$ cat config.mk
export PLATFORM = sky130hd
export DESIGN_NAME = fwsc_top
export DESIGN_NICKNAME = d
export VERILOG_FILES = /design/src/fwsc_pkg.sv /design/src/fwsc_sync.sv /design/src/fwsc_move_timer.sv /design/src/fwsc_top.sv
export SDC_FILE = /design/constraint.sdc
export NUM_CORES = 1
export LEC_CHECK = 0
export ABC_AREA = 0
export BUFFER_PORTS_ARGS = -buffer_cell sky130_fd_sc_hd__clkbuf_2
export CAP_MARGIN = 30
export CORE_ASPECT_RATIO = 0.75
export CORE_MARGIN = 1
export CORE_UTILIZATION = 58
export CTS_CLUSTER_DIAMETER = 80
export CTS_CLUSTER_SIZE = 30
export DETAILED_ROUTE_END_ITERATION = 6
export PLACE_DENSITY = 0.83
export SLEW_MARGIN = 30
export SYNTH_ARGS = -nofsm -noshare
export SYNTH_HDL_FRONTEND = slang
export SYNTH_HIERARCHICAL = 1
export SYNTH_SLANG_ARGS = --single-unit
$ cat constraint.sdc
create_clock -name clock -period 12.45 [get_ports clock]
set_input_delay 1.8675 -clock clock [delete_from_list [all_inputs] [get_ports clock]]
set_output_delay 1.8675 -clock clock [all_outputs]
set_load 0.1 [all_outputs]
$ cat src/fwsc_pkg.sv
// Shared constants, types and helpers for the filter wheel and shutter control
package fwsc_pkg;

  // ==========================================================================
  // Clock and timing
  localparam int CLOCK_MHZ       = 250;
  localparam int CLOCK_PERIOD_NS = 4;
  localparam int CYCLES_PER_MS   = CLOCK_MHZ * 1000;
  localparam int HOME_TIMEOUT_MS = 4000;

  // ==========================================================================
  // Wheel positions, speeds and selectors
  localparam logic [3:0] HOME_POS       = 4'h0;
  localparam logic [3:0] AWAY_POS       = 4'h9;
  localparam logic [3:0] LAST_POS_SHORT = 4'h3;
  localparam logic [3:0] WRAP_TEN       = 4'hA;
  localparam logic [3:0] WRAP_SHORT     = 4'h4;
  localparam logic [2:0] HOME_SPEED     = 3'h7;
  localparam logic [2:0] RESET_SPEED    = 3'h1;
  localparam logic [2:0] HOME_HOPS      = 3'h1;
  localparam logic [1:0] WHEEL_A        = 2'h0;
  localparam logic [1:0] WHEEL_B        = 2'h1;
  localparam logic [1:0] WHEEL_C        = 2'h2;

  // Wheel class codes as reported by the wheel identity pins
  localparam logic [1:0] CLASS_STD10    = 2'h0;
  localparam logic [1:0] CLASS_FAST4    = 2'h1;
  localparam logic [1:0] CLASS_STRONG10 = 2'h2;

  // Remote interface codes
  localparam logic [1:0] PORT_USB       = 2'h0;
  localparam logic [1:0] PORT_SERIAL    = 2'h1;
  localparam logic [1:0] PORT_PARALLEL  = 2'h2;

  // Keypad codes: 0 to 9 are digits
  localparam logic [3:0] KEY_LAST_DIGIT = 4'h9;
  localparam logic [3:0] KEY_LOCAL      = 4'hA;
  localparam logic [3:0] KEY_MODE       = 4'hB;
  localparam logic [3:0] KEY_SHUTTER_A  = 4'hC;
  localparam logic [3:0] KEY_SHUTTER_B  = 4'hD;
  localparam logic [3:0] KEY_EXIT       = 4'h0;
  localparam logic [3:0] KEY_ONE        = 4'h1;
  localparam logic [3:0] KEY_TWO        = 4'h2;
  localparam logic [3:0] KEY_THREE      = 4'h3;
  localparam logic [3:0] KEY_FOUR       = 4'h4;
  localparam logic [3:0] KEY_LAST_SPEED = 4'h7;

  // External shutter input modes
  localparam logic [1:0] TTL_OFF_MODE   = 2'h0;
  localparam logic [1:0] TTL_OPEN_HIGH  = 2'h1;
  localparam logic [1:0] TTL_OPEN_LOW   = 2'h2;
  localparam logic [1:0] TTL_TOGGLE     = 2'h3;

  // ==========================================================================
  // Move durations in ms, rows speed 0..7, columns 1..5 positions
  // 31 51 74 95 115 / 40 65 95 120 148 / ... / 230 440 650 860 1100
  localparam logic [10:0] MOVE_MS [0:7][0:4] = '{
    '{11'h01F, 11'h033, 11'h04A, 11'h05F, 11'h073},
    '{11'h028, 11'h041, 11'h05F, 11'h078, 11'h094},
    '{11'h02C, 11'h04B, 11'h069, 11'h088, 11'h0A8},
    '{11'h032, 11'h058, 11'h07F, 11'h0A5, 11'h0CD},
    '{11'h03C, 11'h06C, 11'h09C, 11'h0CD, 11'h0FA},
    '{11'h044, 11'h07B, 11'h0B2, 11'h0EB, 11'h122},
    '{11'h07C, 11'h0EB, 11'h15E, 11'h1CC, 11'h244},
    '{11'h0E6, 11'h1B8, 11'h28A, 11'h35C, 11'h44C}};

  // ==========================================================================
  // Types
  typedef enum {ST_SEEK, ST_AWAY, ST_CHECK, ST_BACK, ST_ERROR, ST_IDLE,
                ST_MOVE} fwsc_state_t;
  typedef enum {MN_NONE, MN_TOP, MN_WHEEL, MN_SPEED, MN_TTL,
                MN_TTL_MODE} fwsc_menu_t;

  typedef struct packed {
    logic       enable;
    logic [1:0] mode;
  } fwsc_ttl_cfg_t;

  typedef struct packed {
    logic usb;
    logic serial;
    logic parallel;
    logic local_mode;
  } fwsc_flags_t;

  typedef struct packed {
    logic       run;
    logic       forward;
    logic       slow;
    logic [1:0] wheel;
  } fwsc_motor_t;

  // ==========================================================================
  // Helpers
  function automatic logic [10:0] move_ms(input logic [2:0] speed,
                                          input logic [2:0] hops);
    logic [2:0] col;
    col = hops - 3'h1;
    return MOVE_MS[speed][col];
  endfunction

  // Positions travelled going forward, modulo the wheel size
  function automatic logic [3:0] fwd_hops(input logic [3:0] from,
                                          input logic [3:0] to,
                                          input logic [3:0] wrap);
    logic [4:0] sum;
    sum = {1'b0, to} + {1'b0, wrap} - {1'b0, from};
    return (to >= from) ? (to - from) : sum[3:0];
  endfunction

endpackage

$ cat src/fwsc_sync.sv
// Two-stage pin synchroniser with edge detection on the settled value
`timescale 1ns/10ps
module fwsc_sync #(
  parameter int WIDTH = 1
) (
  input  wire logic             clock,
  input  wire logic             arst_n,
  input  wire logic             clk_en,
  input  wire logic             srst,
  input  wire logic [WIDTH-1:0] pin_in,
  output logic      [WIDTH-1:0] level,
  output logic      [WIDTH-1:0] rise,
  output logic      [WIDTH-1:0] fall
);

  // ==========================================================================
  // Synchroniser
  logic [WIDTH-1:0] stage1;
  logic [WIDTH-1:0] stage2;
  logic [WIDTH-1:0] prev;

  // Only stage2 reads stage1, so a metastable sample never reaches logic
  always_ff @(posedge clock or negedge arst_n)
  begin
    if (!arst_n)
    begin
      stage1 <= '0;
      stage2 <= '0;
      prev   <= '0;
    end
    else if (clk_en)
    begin
      stage1 <= srst ? '0 : pin_in;
      stage2 <= srst ? '0 : stage1;
      prev   <= srst ? '0 : stage2;
    end
  end

  // Edges are taken from the settled copy only
  assign level = stage2;
  assign rise  = stage2 & ~prev;
  assign fall  = prev & ~stage2;

endmodule // fwsc_sync

$ cat src/fwsc_move_timer.sv
// Millisecond tick and move duration timer for wheel moves
`timescale 1ns/10ps
module fwsc_move_timer
  import fwsc_pkg::*;
#(
  parameter int TICK_CYCLES = fwsc_pkg::CYCLES_PER_MS
) (
  input  wire logic       clock,
  input  wire logic       arst_n,
  input  wire logic       clk_en,
  input  wire logic       srst,
  input  wire logic       start,
  input  wire logic [2:0] speed,
  input  wire logic [2:0] hops,
  output logic            busy,
  output logic            done,
  output logic            ms_tick
);

  // ==========================================================================
  // Tick divider and countdown
  logic [17:0] div;
  logic [10:0] remain;
  wire         div_end = (div == 18'(TICK_CYCLES - 1));

  // Free-running tick: the first ms of a move may be short by under 1 ms
  assign ms_tick = div_end;

  always_ff @(posedge clock or negedge arst_n)
  begin
    if (!arst_n)
    begin
      div    <= 18'h00000;
      remain <= 11'h000;
      busy   <= 1'b0;
      done   <= 1'b0;
    end
    else if (clk_en)
    begin
      div  <= (srst || div_end) ? 18'h00000 : div + 18'h00001;
      done <= !srst && busy && ms_tick && (remain == 11'h001);
      if (srst)
      begin
        busy   <= 1'b0;
        remain <= 11'h000;
      end
      else if (start)
      begin
        busy   <= 1'b1;
        remain <= move_ms(speed, hops);
      end
      else if (busy && ms_tick)
      begin
        busy   <= (remain != 11'h001);
        remain <= remain - 11'h001;
      end
    end
  end

endmodule // fwsc_move_timer

$ cat src/fwsc_top.sv
// Filter wheel homing, keypad, wheel moves and shutter control
//
// Notes on behaviour
// Power-up: turn wheel slowly until home seen
// After home: step away, then return home
// Home not confirmed during power-up flags error
// Non-ten wheel accepts positions 0 to 3
// Wheel class taken from identity pins automatically
// After init show USB flag, serial when activated
// Local key enters local mode, shows local flag
// Stored setting picks power-on remote interface
// Local digit moves active wheel, reports position
// Keys sampled while held, act on release
// Pressed during move, released after: normal key
// Pressed and released during move: discarded
// Shutter keys toggle shutters A and B
// Wheel A active at power-on; menu selects wheel
// Eight speeds, 0 fastest, 7 slowest
// Always take the shorter direction
// Duration from speed and positions travelled
// Fastest speed only with four-position wheel; the speed menu accepts speed 0 on any wheel
// Per-shutter external input enable via menu
// Open-on-high follows input level
// Open-on-low follows inverted input level
// Toggle mode flips shutter on rising edge
// Inputs synchronised; synchronous clear resets state; port pins are not synchronised
`timescale 1ns/10ps
module fwsc_top #(
  parameter int MS_TICK_CYCLES = fwsc_pkg::CYCLES_PER_MS
) (
  input  wire logic                  clock,
  input  wire logic                  arst_n,
  input  wire logic                  clk_en,
  input  wire logic                  srst,
  input  wire logic                  home_sensor,
  input  wire logic                  ten_pos_sensor,
  input  wire logic [1:0]            wheel_id,
  input  wire logic                  key_down,
  input  wire logic [3:0]            key_code,
  input  wire logic [1:0]            shutter_ttl,
  input  wire logic [1:0]            default_port,
  input  wire logic                  serial_select,
  input  wire logic                  remote_request,
  output fwsc_pkg::fwsc_motor_t      motor,
  output fwsc_pkg::fwsc_flags_t      flags,
  output logic [3:0]                 position,
  output logic [2:0]                 speed,
  output logic [1:0]                 wheel_class,
  output logic                       ten_wheel,
  output logic                       init_done,
  output logic                       home_error,
  output logic                       moving,
  output logic                       shutter_a_open,
  output logic                       shutter_b_open
);
  import fwsc_pkg::*;

  // ==========================================================================
  // Input synchronisers
  logic [1:0] ttl_level;
  logic [1:0] ttl_rise;
  logic [8:0] pin_level;
  logic [8:0] pin_rise_nc;
  logic [8:0] pin_fall;

  // Sensor, identity, keypad and shutter pins settle through two flops before any decode; port pins do not
  fwsc_sync #(.WIDTH(2)) u_ttl_sync (
    .clock  (clock),
    .arst_n (arst_n),
    .clk_en (clk_en),
    .srst   (srst),
    .pin_in (shutter_ttl),
    .level  (ttl_level),
    .rise   (ttl_rise),
    .fall   ()
  );

  fwsc_sync #(.WIDTH(9)) u_pin_sync (
    .clock  (clock),
    .arst_n (arst_n),
    .clk_en (clk_en),
    .srst   (srst),
    .pin_in ({home_sensor, ten_pos_sensor, wheel_id, key_down, key_code}),
    .level  (pin_level),
    .rise   (pin_rise_nc),
    .fall   (pin_fall)
  );

  wire       home_s   = pin_level[8];
  wire       tenpos_s = pin_level[7];
  wire [1:0] id_s     = pin_level[6:5];
  wire       key_s    = pin_level[4];
  wire [3:0] code_s   = pin_level[3:0];
  wire       key_rel  = pin_fall[4];

  // ==========================================================================
  // State
  fwsc_state_t   state;
  fwsc_menu_t    menu;
  fwsc_ttl_cfg_t ttl_cfg [0:1];
  logic [3:0]    wheel_pos [0:2];
  logic [2:0]    wheel_speed [0:2];
  logic [1:0]    wheel_sel;
  logic [3:0]    key_held;
  logic          key_in_move;
  logic          ttl_sel;
  logic [3:0]    move_target;
  logic          move_fwd;
  logic [11:0]   seek_ms;
  logic          local_mode;
  logic [1:0]    active_port;
  logic          port_loaded;
  logic          sh_open [0:1];

  logic          timer_busy;
  logic          timer_done;
  logic          ms_tick;

  // ==========================================================================
  // Key decode
  // Code is latched while the key is held; the action waits for release
  wire key_fire  = key_rel && !(key_in_move && moving);
  wire cmd_ok    = key_fire && (state == ST_IDLE) && local_mode;
  wire key_digit = (key_held <= KEY_LAST_DIGIT);
  wire menu_idle = (menu == MN_NONE);

  // ==========================================================================
  // Move planning for the active wheel
  wire [3:0] wrap      = ten_wheel ? WRAP_TEN : WRAP_SHORT;
  wire [3:0] half      = wrap >> 1;
  wire [3:0] cur_pos   = wheel_pos[wheel_sel];
  wire [3:0] hops_fwd  = fwd_hops(cur_pos, key_held, wrap);
  wire       plan_fwd  = (hops_fwd <= half);
  wire [3:0] plan_hops = plan_fwd ? hops_fwd : (wrap - hops_fwd);
  wire       pos_legal = ten_wheel || (key_held <= LAST_POS_SHORT);
  wire       move_go   = cmd_ok && menu_idle && key_digit && pos_legal &&
                         (key_held != cur_pos);

  // Timer feed: homing steps run one position at the slow speed
  wire       homing     = (state == ST_SEEK) || (state == ST_CHECK);
  wire       start_home = ((state == ST_SEEK) && home_s) ||
                          (state == ST_CHECK);
  wire       timer_go   = start_home || move_go;
  wire [2:0] timer_spd  = homing ? HOME_SPEED : wheel_speed[wheel_sel];
  wire [2:0] timer_hops = homing ? HOME_HOPS : plan_hops[2:0];
  wire       seek_out   = (seek_ms == 12'(HOME_TIMEOUT_MS));

  fwsc_move_timer #(.TICK_CYCLES(MS_TICK_CYCLES)) u_timer (
    .clock   (clock),
    .arst_n  (arst_n),
    .clk_en  (clk_en),
    .srst    (srst),
    .start   (timer_go),
    .speed   (timer_spd),
    .hops    (timer_hops),
    .busy    (timer_busy),
    .done    (timer_done),
    .ms_tick (ms_tick)
  );

  // ==========================================================================
  // Motor drive decode
  fwsc_motor_t next_motor;
  assign next_motor.run     = (state == ST_SEEK) || timer_busy;
  assign next_motor.forward = (state == ST_AWAY) ? 1'b0 :
                              (state == ST_MOVE) ? move_fwd : 1'b1;
  assign next_motor.slow    = (state != ST_MOVE);
  assign next_motor.wheel   = (state == ST_MOVE) ? wheel_sel : WHEEL_A;

  // ==========================================================================
  // Sequencer: power-up homing, then local moves
  always_ff @(posedge clock or negedge arst_n)
  begin
    if (!arst_n)
    begin
      state       <= ST_SEEK;
      seek_ms     <= 12'h000;
      move_target <= HOME_POS;
      move_fwd    <= 1'b1;
      ten_wheel   <= 1'b1;
      wheel_class <= CLASS_STD10;
      wheel_pos   <= '{HOME_POS, HOME_POS, HOME_POS};
    end
    else if (clk_en)
    begin
      if (srst)
      begin
        state     <= ST_SEEK;
        seek_ms   <= 12'h000;
        ten_wheel <= 1'b1;
        wheel_pos <= '{HOME_POS, HOME_POS, HOME_POS};
      end
      else
      begin
        case (state)
          ST_SEEK:
          begin
            seek_ms <= ms_tick ? seek_ms + 12'h001 : seek_ms;
            if (home_s)
              state <= ST_AWAY;
            else if (seek_out)
              state <= ST_ERROR;
          end
          ST_AWAY:
            if (timer_done)
              state <= ST_CHECK;
          ST_CHECK:
          begin
            ten_wheel   <= tenpos_s;
            wheel_class <= id_s;
            state       <= ST_BACK;
          end
          ST_BACK:
            if (timer_done)
              state <= home_s ? ST_IDLE : ST_ERROR;
          ST_IDLE:
            if (move_go)
            begin
              state       <= ST_MOVE;
              move_target <= key_held;
              move_fwd    <= plan_fwd;
            end
          ST_MOVE:
            if (timer_done)
            begin
              state                <= ST_IDLE;
              wheel_pos[wheel_sel] <= move_target;
            end
          ST_ERROR:
            state <= ST_ERROR;
          default:
            state <= ST_SEEK;
        endcase
      end
    end
  end

  // ==========================================================================
  // Keypad latch: code and whether the press began during a move
  always_ff @(posedge clock or negedge arst_n)
  begin
    if (!arst_n)
    begin
      key_held    <= 4'h0;
      key_in_move <= 1'b0;
    end
    else if (clk_en)
    begin
      if (srst)
      begin
        key_held    <= 4'h0;
        key_in_move <= 1'b0;
      end
      else if (key_s && !key_rel && pin_rise_nc[4])
      begin
        key_held    <= code_s;
        key_in_move <= moving;
      end
    end
  end

  // ==========================================================================
  // Menu walk: wheel select, speed and external input setup
  always_ff @(posedge clock or negedge arst_n)
  begin
    if (!arst_n)
    begin
      menu        <= MN_NONE;
      wheel_sel   <= WHEEL_A;
      ttl_sel     <= 1'b0;
      wheel_speed <= '{RESET_SPEED, RESET_SPEED, RESET_SPEED};
      ttl_cfg     <= '{'{1'b0, TTL_OFF_MODE}, '{1'b0, TTL_OFF_MODE}};
    end
    else if (clk_en)
    begin
      if (srst)
      begin
        menu        <= MN_NONE;
        wheel_sel   <= WHEEL_A;
        wheel_speed <= '{RESET_SPEED, RESET_SPEED, RESET_SPEED};
        ttl_cfg     <= '{'{1'b0, TTL_OFF_MODE}, '{1'b0, TTL_OFF_MODE}};
      end
      else if (cmd_ok)
      begin
        // Speed 0 is a value here, so exit on 0 is skipped in that menu
        if (key_held == KEY_MODE)
          menu <= MN_TOP;
        else if (menu == MN_SPEED && key_held <= KEY_LAST_SPEED)
        begin
          wheel_speed[wheel_sel] <= key_held[2:0];
          menu <= MN_NONE;
        end
        else if (key_held == KEY_EXIT || !key_digit)
          menu <= menu_idle ? MN_NONE : (key_digit ? MN_NONE : menu);
        else
        begin
          case (menu)
            MN_TOP:
              menu <= (key_held == KEY_ONE)   ? MN_WHEEL :
                      (key_held == KEY_TWO)   ? MN_SPEED :
                      (key_held == KEY_THREE) ? MN_TTL : MN_NONE;
            MN_WHEEL:
            begin
              if (key_held <= KEY_THREE)
                wheel_sel <= 2'(key_held - KEY_ONE);
              menu <= MN_NONE;
            end
            MN_TTL:
            begin
              ttl_sel <= (key_held >= KEY_THREE);
              if (key_held <= KEY_FOUR)
                ttl_cfg[key_held >= KEY_THREE].enable <=
                  key_held[0];
              menu <= (key_held[0] && key_held <= KEY_THREE) ?
                      MN_TTL_MODE : MN_NONE;
            end
            MN_TTL_MODE:
            begin
              if (key_held <= KEY_THREE)
                ttl_cfg[ttl_sel].mode <= key_held[1:0];
              menu <= MN_NONE;
            end
            MN_NONE:
              menu <= MN_NONE;
            default:
              menu <= MN_NONE;
          endcase
        end
      end
    end
  end

  // ==========================================================================
  // Shutter state update, shared by both shutters
  function automatic logic shutter_next(input logic          open_now,
                                        input fwsc_ttl_cfg_t cfg,
                                        input logic          lvl,
                                        input logic          edge_up,
                                        input logic          key_hit);
    logic follow;
    follow = cfg.enable && (cfg.mode != TTL_TOGGLE) &&
             (cfg.mode != TTL_OFF_MODE);
    if (follow)
      return (cfg.mode == TTL_OPEN_HIGH) ? lvl : !lvl;
    return open_now ^ key_hit ^
           (cfg.enable && cfg.mode == TTL_TOGGLE && edge_up);
  endfunction

  wire key_sh_a = cmd_ok && menu_idle && (key_held == KEY_SHUTTER_A);
  wire key_sh_b = cmd_ok && menu_idle && (key_held == KEY_SHUTTER_B);

  // Level modes override the key toggle while they are selected
  always_ff @(posedge clock or negedge arst_n)
  begin
    if (!arst_n)
      sh_open <= '{1'b0, 1'b0};
    else if (clk_en)
    begin
      sh_open[0] <= !srst && shutter_next(sh_open[0], ttl_cfg[0],
                      ttl_level[0], ttl_rise[0], key_sh_a);
      sh_open[1] <= !srst && shutter_next(sh_open[1], ttl_cfg[1],
                      ttl_level[1], ttl_rise[1], key_sh_b);
    end
  end

  // ==========================================================================
  // Remote interface and local mode
  // Power-on port is captured on the first enabled cycle after release
  always_ff @(posedge clock or negedge arst_n)
  begin
    if (!arst_n)
    begin
      local_mode  <= 1'b0;
      active_port <= PORT_USB;
      port_loaded <= 1'b0;
    end
    else if (clk_en)
    begin
      port_loaded <= !srst;
      if (srst || !port_loaded)
        active_port <= default_port;
      else if (serial_select)
        active_port <= PORT_SERIAL;
      if (srst || remote_request)
        local_mode <= 1'b0;
      else if (key_fire && state == ST_IDLE && key_held == KEY_LOCAL)
        local_mode <= 1'b1;
    end
  end

  // ==========================================================================
  // Registered outputs
  fwsc_flags_t next_flags;
  assign next_flags.local_mode = local_mode;
  assign next_flags.usb      = !local_mode && (active_port == PORT_USB);
  assign next_flags.serial   = !local_mode && (active_port == PORT_SERIAL);
  assign next_flags.parallel = !local_mode && (active_port == PORT_PARALLEL);

  always_ff @(posedge clock or negedge arst_n)
  begin
    if (!arst_n)
    begin
      motor          <= '0;
      flags          <= '0;
      position       <= HOME_POS;
      speed          <= RESET_SPEED;
      init_done      <= 1'b0;
      home_error     <= 1'b0;
      moving         <= 1'b0;
      shutter_a_open <= 1'b0;
      shutter_b_open <= 1'b0;
    end
    else if (clk_en)
    begin
      motor          <= next_motor;
      flags          <= (state == ST_IDLE || state == ST_MOVE) ?
                        next_flags : '0;
      position       <= cur_pos;
      speed          <= wheel_speed[wheel_sel];
      init_done      <= (state == ST_IDLE) || (state == ST_MOVE);
      home_error     <= (state == ST_ERROR);
      moving         <= (state == ST_MOVE) && !timer_done;
      shutter_a_open <= sh_open[0];
      shutter_b_open <= sh_open[1];
    end
  end

endmodule // fwsc_top

## After elaboration in Yosys (flattened, before gate mapping)

Memory sizes are Yosys's and may differ from the RTL's.
Cells that the tools add are included.

| word-level totals | value |
|---|---|
| bits in read-only memories | 440 |
| logic and storage cells | 348 |
| input port bits | 19 |
| register bits | 206 |
| memories kept | 1 |
| output and inout bits | 24 |

Memories:

| name | words | width | rd ports | clocked after memory_dff | write ports | line | RTL |
|---|---|---|---|---|---|---|---|
| (name not given) | 8 | 55 | 1 | 0 | 0 | fwsc_pkg.sv:99 | `return MOVE_MS[speed][col];` |

| operators by class | value |
|---|---|
| reduce and logical (&&, ||, !) cells | 92 |
| equal/unequal tests | 48 |
| add/subtract/negate cells | 9 |
| bitwise operators | 19 |
| order comparisons | 15 |
| multiplexer cells | 113 |

Operator list:

| cell | count |
|---|---|
| 2-to-1 mux 32 bit | 14 |
| == test 32 x 3 -> 1 bit, second input constant | 7 |
| one-hot mux 32 bit (7 select lines) | 1 |
| == test 32 x 2 -> 1 bit, second input constant | 4 |
| 2-to-1 mux 55 bit | 2 |
| == test 32 x 4 -> 1 bit, second input constant | 3 |
| zero test 32 bit | 3 |
| 2-to-1 mux 12 bit | 6 |
| == test 32 x 1 -> 1 bit, second input constant | 2 |
| 2-to-1 mux 11 bit | 5 |
| 2-to-1 mux 9 bit | 6 |
| 2-to-1 mux 6 bit | 7 |
| logical AND 1 bit | 37 |
| binary-select mux 11 bit (select 3 bit) | 1 |
| 2-to-1 mux 3 bit | 11 |
| 2-to-1 mux 4 bit | 8 |
| inequality test 32 x 4 -> 1 bit, second input constant | 1 |
| 2-to-1 mux 2 bit | 14 |
| nonzero test 2 bit | 14 |
| 2-to-1 mux 1 bit | 24 |
| adder 18 x 1 -> 18 bit, second input constant | 1 |
| == test 18 bit, second input constant | 1 |
| 2-to-1 mux 18 bit | 1 |
| == test 4 bit, second input constant | 4 |
| other kinds (62) | 119 |

## Depth between registers and ports, before layout

| logic depth | value |
|---|---|
| word-level depth | 16 |
| mapped depth | 24 |
| depth with buffers taken out | 23 |

## Modules after synthesis

Netlist, hierarchy kept.

By module, submodules not included:

| module | sequential area each (µm²) | cells an instance | area each (µm²) | times used |
|---|---|---|---|---|
| fwsc_top | 2209.6 | 540 | 5044.8 | 1 |
| fwsc_move_timer | 775.7 | 299 | 2565.0 | 1 |
| fwsc_sync (u_pin_sync) | 675.6 | 134 | 1260.0 | 1 |
| fwsc_sync (u_ttl_sync) | 150.1 | 29 | 274.0 | 1 |

## Least setup slack after synthesis

OpenSTA, ideal clock, no wires.

| path | value |
|---|---|
| path type | flip-flop to flip-flop |
| start | reg wheel_sel[0] |
| end | reg u_timer.remain[3] |
| path buffers | 1 |
| required time | 12.328 ns |
| arrival | 5.039 ns |
| path slack | 7.290 ns |
| setup time | 0.122 ns |
| cell stages (with the launch flop) | 23 |
| period minus slack after synthesis | 5.160 ns |
| cell sequence | dfrtp_1 buf_1 mux2i_1 nor2_1 a21oi_1 fa_1 ha_1 fa_1 nor2_1 a21oi_1 ha_1 o21ai_0 inv_1 o21ai_0 a21oi_1 a211oi_1 inv_1 ha_1 xnor2_1 nor3_1 a221o_1 a31o_1 a32o_1 |

| between the ends | value |
|---|---|
| longest elaborated chain between the ends | 16 |
| elaborated cells between the ends (all ways) | 32 |
| those cells by class | 4 x add/sub; 2 x order compare; 1 x eq/ne; 17 x mux; 3 x bitwise; 4 x reduce/logical; 1 x memory |

Ends and longest elaborated chain:

| item | line | RTL |
|---|---|---|
| start: declaration | fwsc_top.sv:103 | `logic [1:0] wheel_sel;` |
| start signal: assignment | fwsc_top.sv:305 | `wheel_sel <= 2'(key_held - KEY_ONE);` |
| inverter 2 -> 3 bit (not written as such) (*) | fwsc_top.sv:131 | `wire [3:0] cur_pos = wheel_pos[wheel_sel];` |
| binary-select mux 4 bit (select 2 bit) (*) | fwsc_top.sv:131 |  |
| 2-to-1 mux 4 bit (not written as such) (*) (2 in a row) | fwsc_top.sv:131 |  |
| subtractor 4 bit (tied with other cells) | fwsc_pkg.sv:107 | `sum = {1'b0, to} + {1'b0, wrap} - {1'b0, from};` |
| 2-to-1 mux 4 bit (*) | fwsc_pkg.sv:108 | `return (to >= from) ? (to - from) : sum[3:0];` |
| less-or-equal comparator 4 x 3 -> 1 bit / subtractor 3 bit (equally long branches) | fwsc_top.sv:133, fwsc_top.sv:134 |  |
| 2-to-1 mux 3 bit (*) | fwsc_top.sv:134 | `wire [3:0] plan_hops = plan_fwd ? hops_fwd : (wrap - hops_fwd);` |
| 2-to-1 mux 3 bit (*) | fwsc_top.sv:145 | `wire [2:0] timer_hops = homing ? HOME_HOPS : plan_hops[2:0];` |
| named net timer_hops[1] | fwsc_top.sv:145 |  |
| subtractor 3 x 1 -> 3 bit (*) | fwsc_pkg.sv:98 | `col = hops - 3'h1;` |
| inverter 3 -> 4 bit (not written as such) (*) | fwsc_pkg.sv:99 |  |
| binary-select mux 11 bit (select 3 bit) (*) | fwsc_pkg.sv:99 |  |
| 2-to-1 mux 11 bit (not written as such) (*) (2 in a row) | fwsc_pkg.sv:99 |  |
| 2-to-1 mux 11 bit (*) | fwsc_move_timer.sv:47 | `else if (start)` |
| 2-to-1 mux 11 bit (*) | fwsc_move_timer.sv:42 | `if (srst)` |
| end signal: assignment | fwsc_move_timer.sv:50 | `remain <= move_ms(speed, hops);` |
| end signal: assignment | fwsc_move_timer.sv:55 | `remain <= remain - 11'h001;` |
| end: declaration | fwsc_move_timer.sv:23 | `logic [10:0] remain;` |

Mark *: on every way through the listed nets, which the timed path passes. The rest lies on a longest branch. The select of a mux whose other input is x is not followed.
A chain may end at the register's enable or synchronous reset.

## Worst setup path after layout

| path | value |
|---|---|
| start | reg wheel_sel[1] |
| end | reg u_timer.remain[2] |

Same word-level chain as after synthesis.

==> results.md <==
* Status: completed
* Final WL at 20700 µm
* Fin nets at 1023
* Post-route insts no fill at 1186
* CTS Hold Buffers Added at 0
* Worst setup path category: reg -> reg
* Port Buffers at 42
* Worst EP required at 12810 ps
* Worst hold slack at 487 ps
* Most frequent cells in the layout: 138 x dfrtp_1, 90 x nor2_1, 78 x inv_1, 74 x nand2_1, 52 x o21ai_0
* # DRC at 0
* Hold Path Class: reg -> reg
* CTS Root Cell: clkbuf_16
* Setup crit end kind: flop
* Die area at 15600 µm²
* Mapped Cells at 952
* Post-Syn Area per Cell at 9.19 µm²
* Via count at 7258
* Worst-margin pin slew at 829 ps
* Clk slew on worst S/H paths at 70 ps
* Worst VDD drop at 107 µV
* Worst min-delay path startpoint: wheel_pos[11]
* Total track usage at 28.4%
* Max-cap violation count at 0
* Post-CTS Resized at 0
* Core ar. at 14600 µm²
* Pwr Density at 193 nW/µm²
* Net count after synthesis at 1002
* Crit Path Max Fanout at 15
* Post-DP HPWL at 13800 µm
* Most common cell after layout, fill and taps aside: dfrtp_1
* Fill count at 1153
* WHS Path Cells at 2
* RSZ-0062 raised after global routing: false
* Hold Violations, Final at 0
* Die X at 144 µm
* Post-CTS setup buffers at 0
* Critical Path Start Type: flop
* Achievable Freq at 0.157 GHz
* Initial antenna violation count at 0
* Largest net degree at the start of global routing at 98
* Internal at 1.08 mW
* CTS tree: done
* Sw Ratio at 41.4%
* Post-Place Cells at 1154
* Leakage power at 4.19 nW
* Final setup vio count at 0
* Reg-to-reg endpoint: u_timer/remain[2]
* Worst reg-to-reg path cell count at 21
* Antenna-violating nets left at 0
* Later-pin clock latency in the skew report at 420 ps
* WHS Endpoint: wheel_pos[11]
* Critical Path AT at 6730 ps
* Bufs on Longest Clock Path at 2
* Htree depth at 4
* I/O Pins at 43
* Chip height at 108 µm
* Number of global-route vias before repair at 6840
* Rows at 38
* R2R setup slack at 6080 ps
* Iteration-0 DRC Markers at 569
* Mapped Area at 8750 µm²
* Clock Sinks at 144
* Share of cells above drive strength 1 at 13.0%
* Total CTS buffers at 17
* GRT overflow at 0
* Setup TNS at 0 ps
* Synth Warn # at 6
* Final worst-path cycle share at 51.2%
* Clock share of power at 27.8%
* First-pass GRT wire length at 34300 µm
* Combinational fraction of design power at 40.1%
* Min Tclk post-route at 6370 ps
* RD Place Congestion at 0.921
* Drt wl/cell at 17.4 µm
* Initial Util at 59.9%
* 1st-pass router iterations at 5
* Slew HR at 44.8%
* Worst clock skew at 11.2 ps
* Area Growth Syn to Fin at 9.66%
* Antenna Cells at 0
* Sequential power share at 32.1%
* Reg2reg start: wheel_sel[1]
* NetSw at 0.765 mW
* Post-route core utilization at 65.7%
* Slew Viols, Final at 0
* Vias/cell at 6.12
## layer usage
layer	up-vias	wire length (µm)	GRT usage (%)
met5	-	0	0
met4	0	469	9.42
met3	42	1400	6.69
met2	261	9100	42.5
met1	3524	9710	40.5
li1	3431	-	-
## flip-flops by register name (all words and copies together) (netlist names), 3 cells and up
name               cells
flags                  4
key_held               4
menu                   3
motor                  5
move_target            4
position               4
seek_ms               12
speed                  3
state                  3
ttl_cfg                6
u_pin_sync/level       9
u_pin_sync/stage1      9
u_timer/div           18
u_timer/remain        11
wheel_pos             12
wheel_speed            9
## cell type report
cell class,count,area (µm²),share of cell area (%)
Clock buffer,18,429,4.47
Clock inverter,14,155,1.62
Inverter,81,304,3.17
Multi-Input combinational cell,683,4590,47.9
Sequential cell,144,3610,37.7
Tap cell,200,250,2.61
Timing Repair Buffer,46,251,2.62
## power groups by stage
stage	clock network [mW]	logic [mW]	registers, mW
final	0.513	0.741	0.593
after global routing	0.542	0.797	0.603
after CTS	0.517	0.727	0.591
after detailed placement	0	0.721	0.598
after global placement	0	0.718	0.597
after floorplan	0	0.491	0.683
## worst max path at each step
| stage | slack (ps) | end | from | cells past startpoint |
|---|---|---|---|---|
| after floorplan | 7290 | u_timer/remain[3] | wheel_sel[0] | 22 |
| after global placement | 6620 | u_timer/remain[3] | wheel_sel[0] | 21 |
| after detailed placement | 6330 | u_timer/remain[2] | wheel_sel[1] | 21 |
| after CTS | 6300 | u_timer/remain[2] | wheel_sel[1] | 21 |
| after global routing | 5710 | u_timer/remain[3] | wheel_sel[1] | 21 |
| final | 6080 | u_timer/remain[2] | wheel_sel[1] | 21 |
## worst max-delay path: stages, from the launching register on
cell and delay [ps]:
dfrtp_1 600, nor2b_1 690, a21oi_1 230, ha_1 410
a21oi_1 100, o21ai_0 450, mux2i_1 410, inv_1 80
ha_1 300, nor2b_1 140, o21ai_0 220, inv_1 100
o21ai_0 260, a21oi_1 100, a211oi_1 240, inv_1 80
ha_1 550, inv_1 230, nor3_1 540, a21oi_1 140
a221oi_1 320, a21o_1 120
## per-stage QoR
stage               worst slack (ps)  instance area, µm²  power (mW)
global route                    5710                9590        1.94
global placement                6620                9000        1.31
CTS                             6300                9590        1.84
floorplan                       7290                8750        1.17
finish                          6080                9590        1.85
detailed placement              6330                9000        1.32
Note: power is estimated with default switching activity, not from simulation.
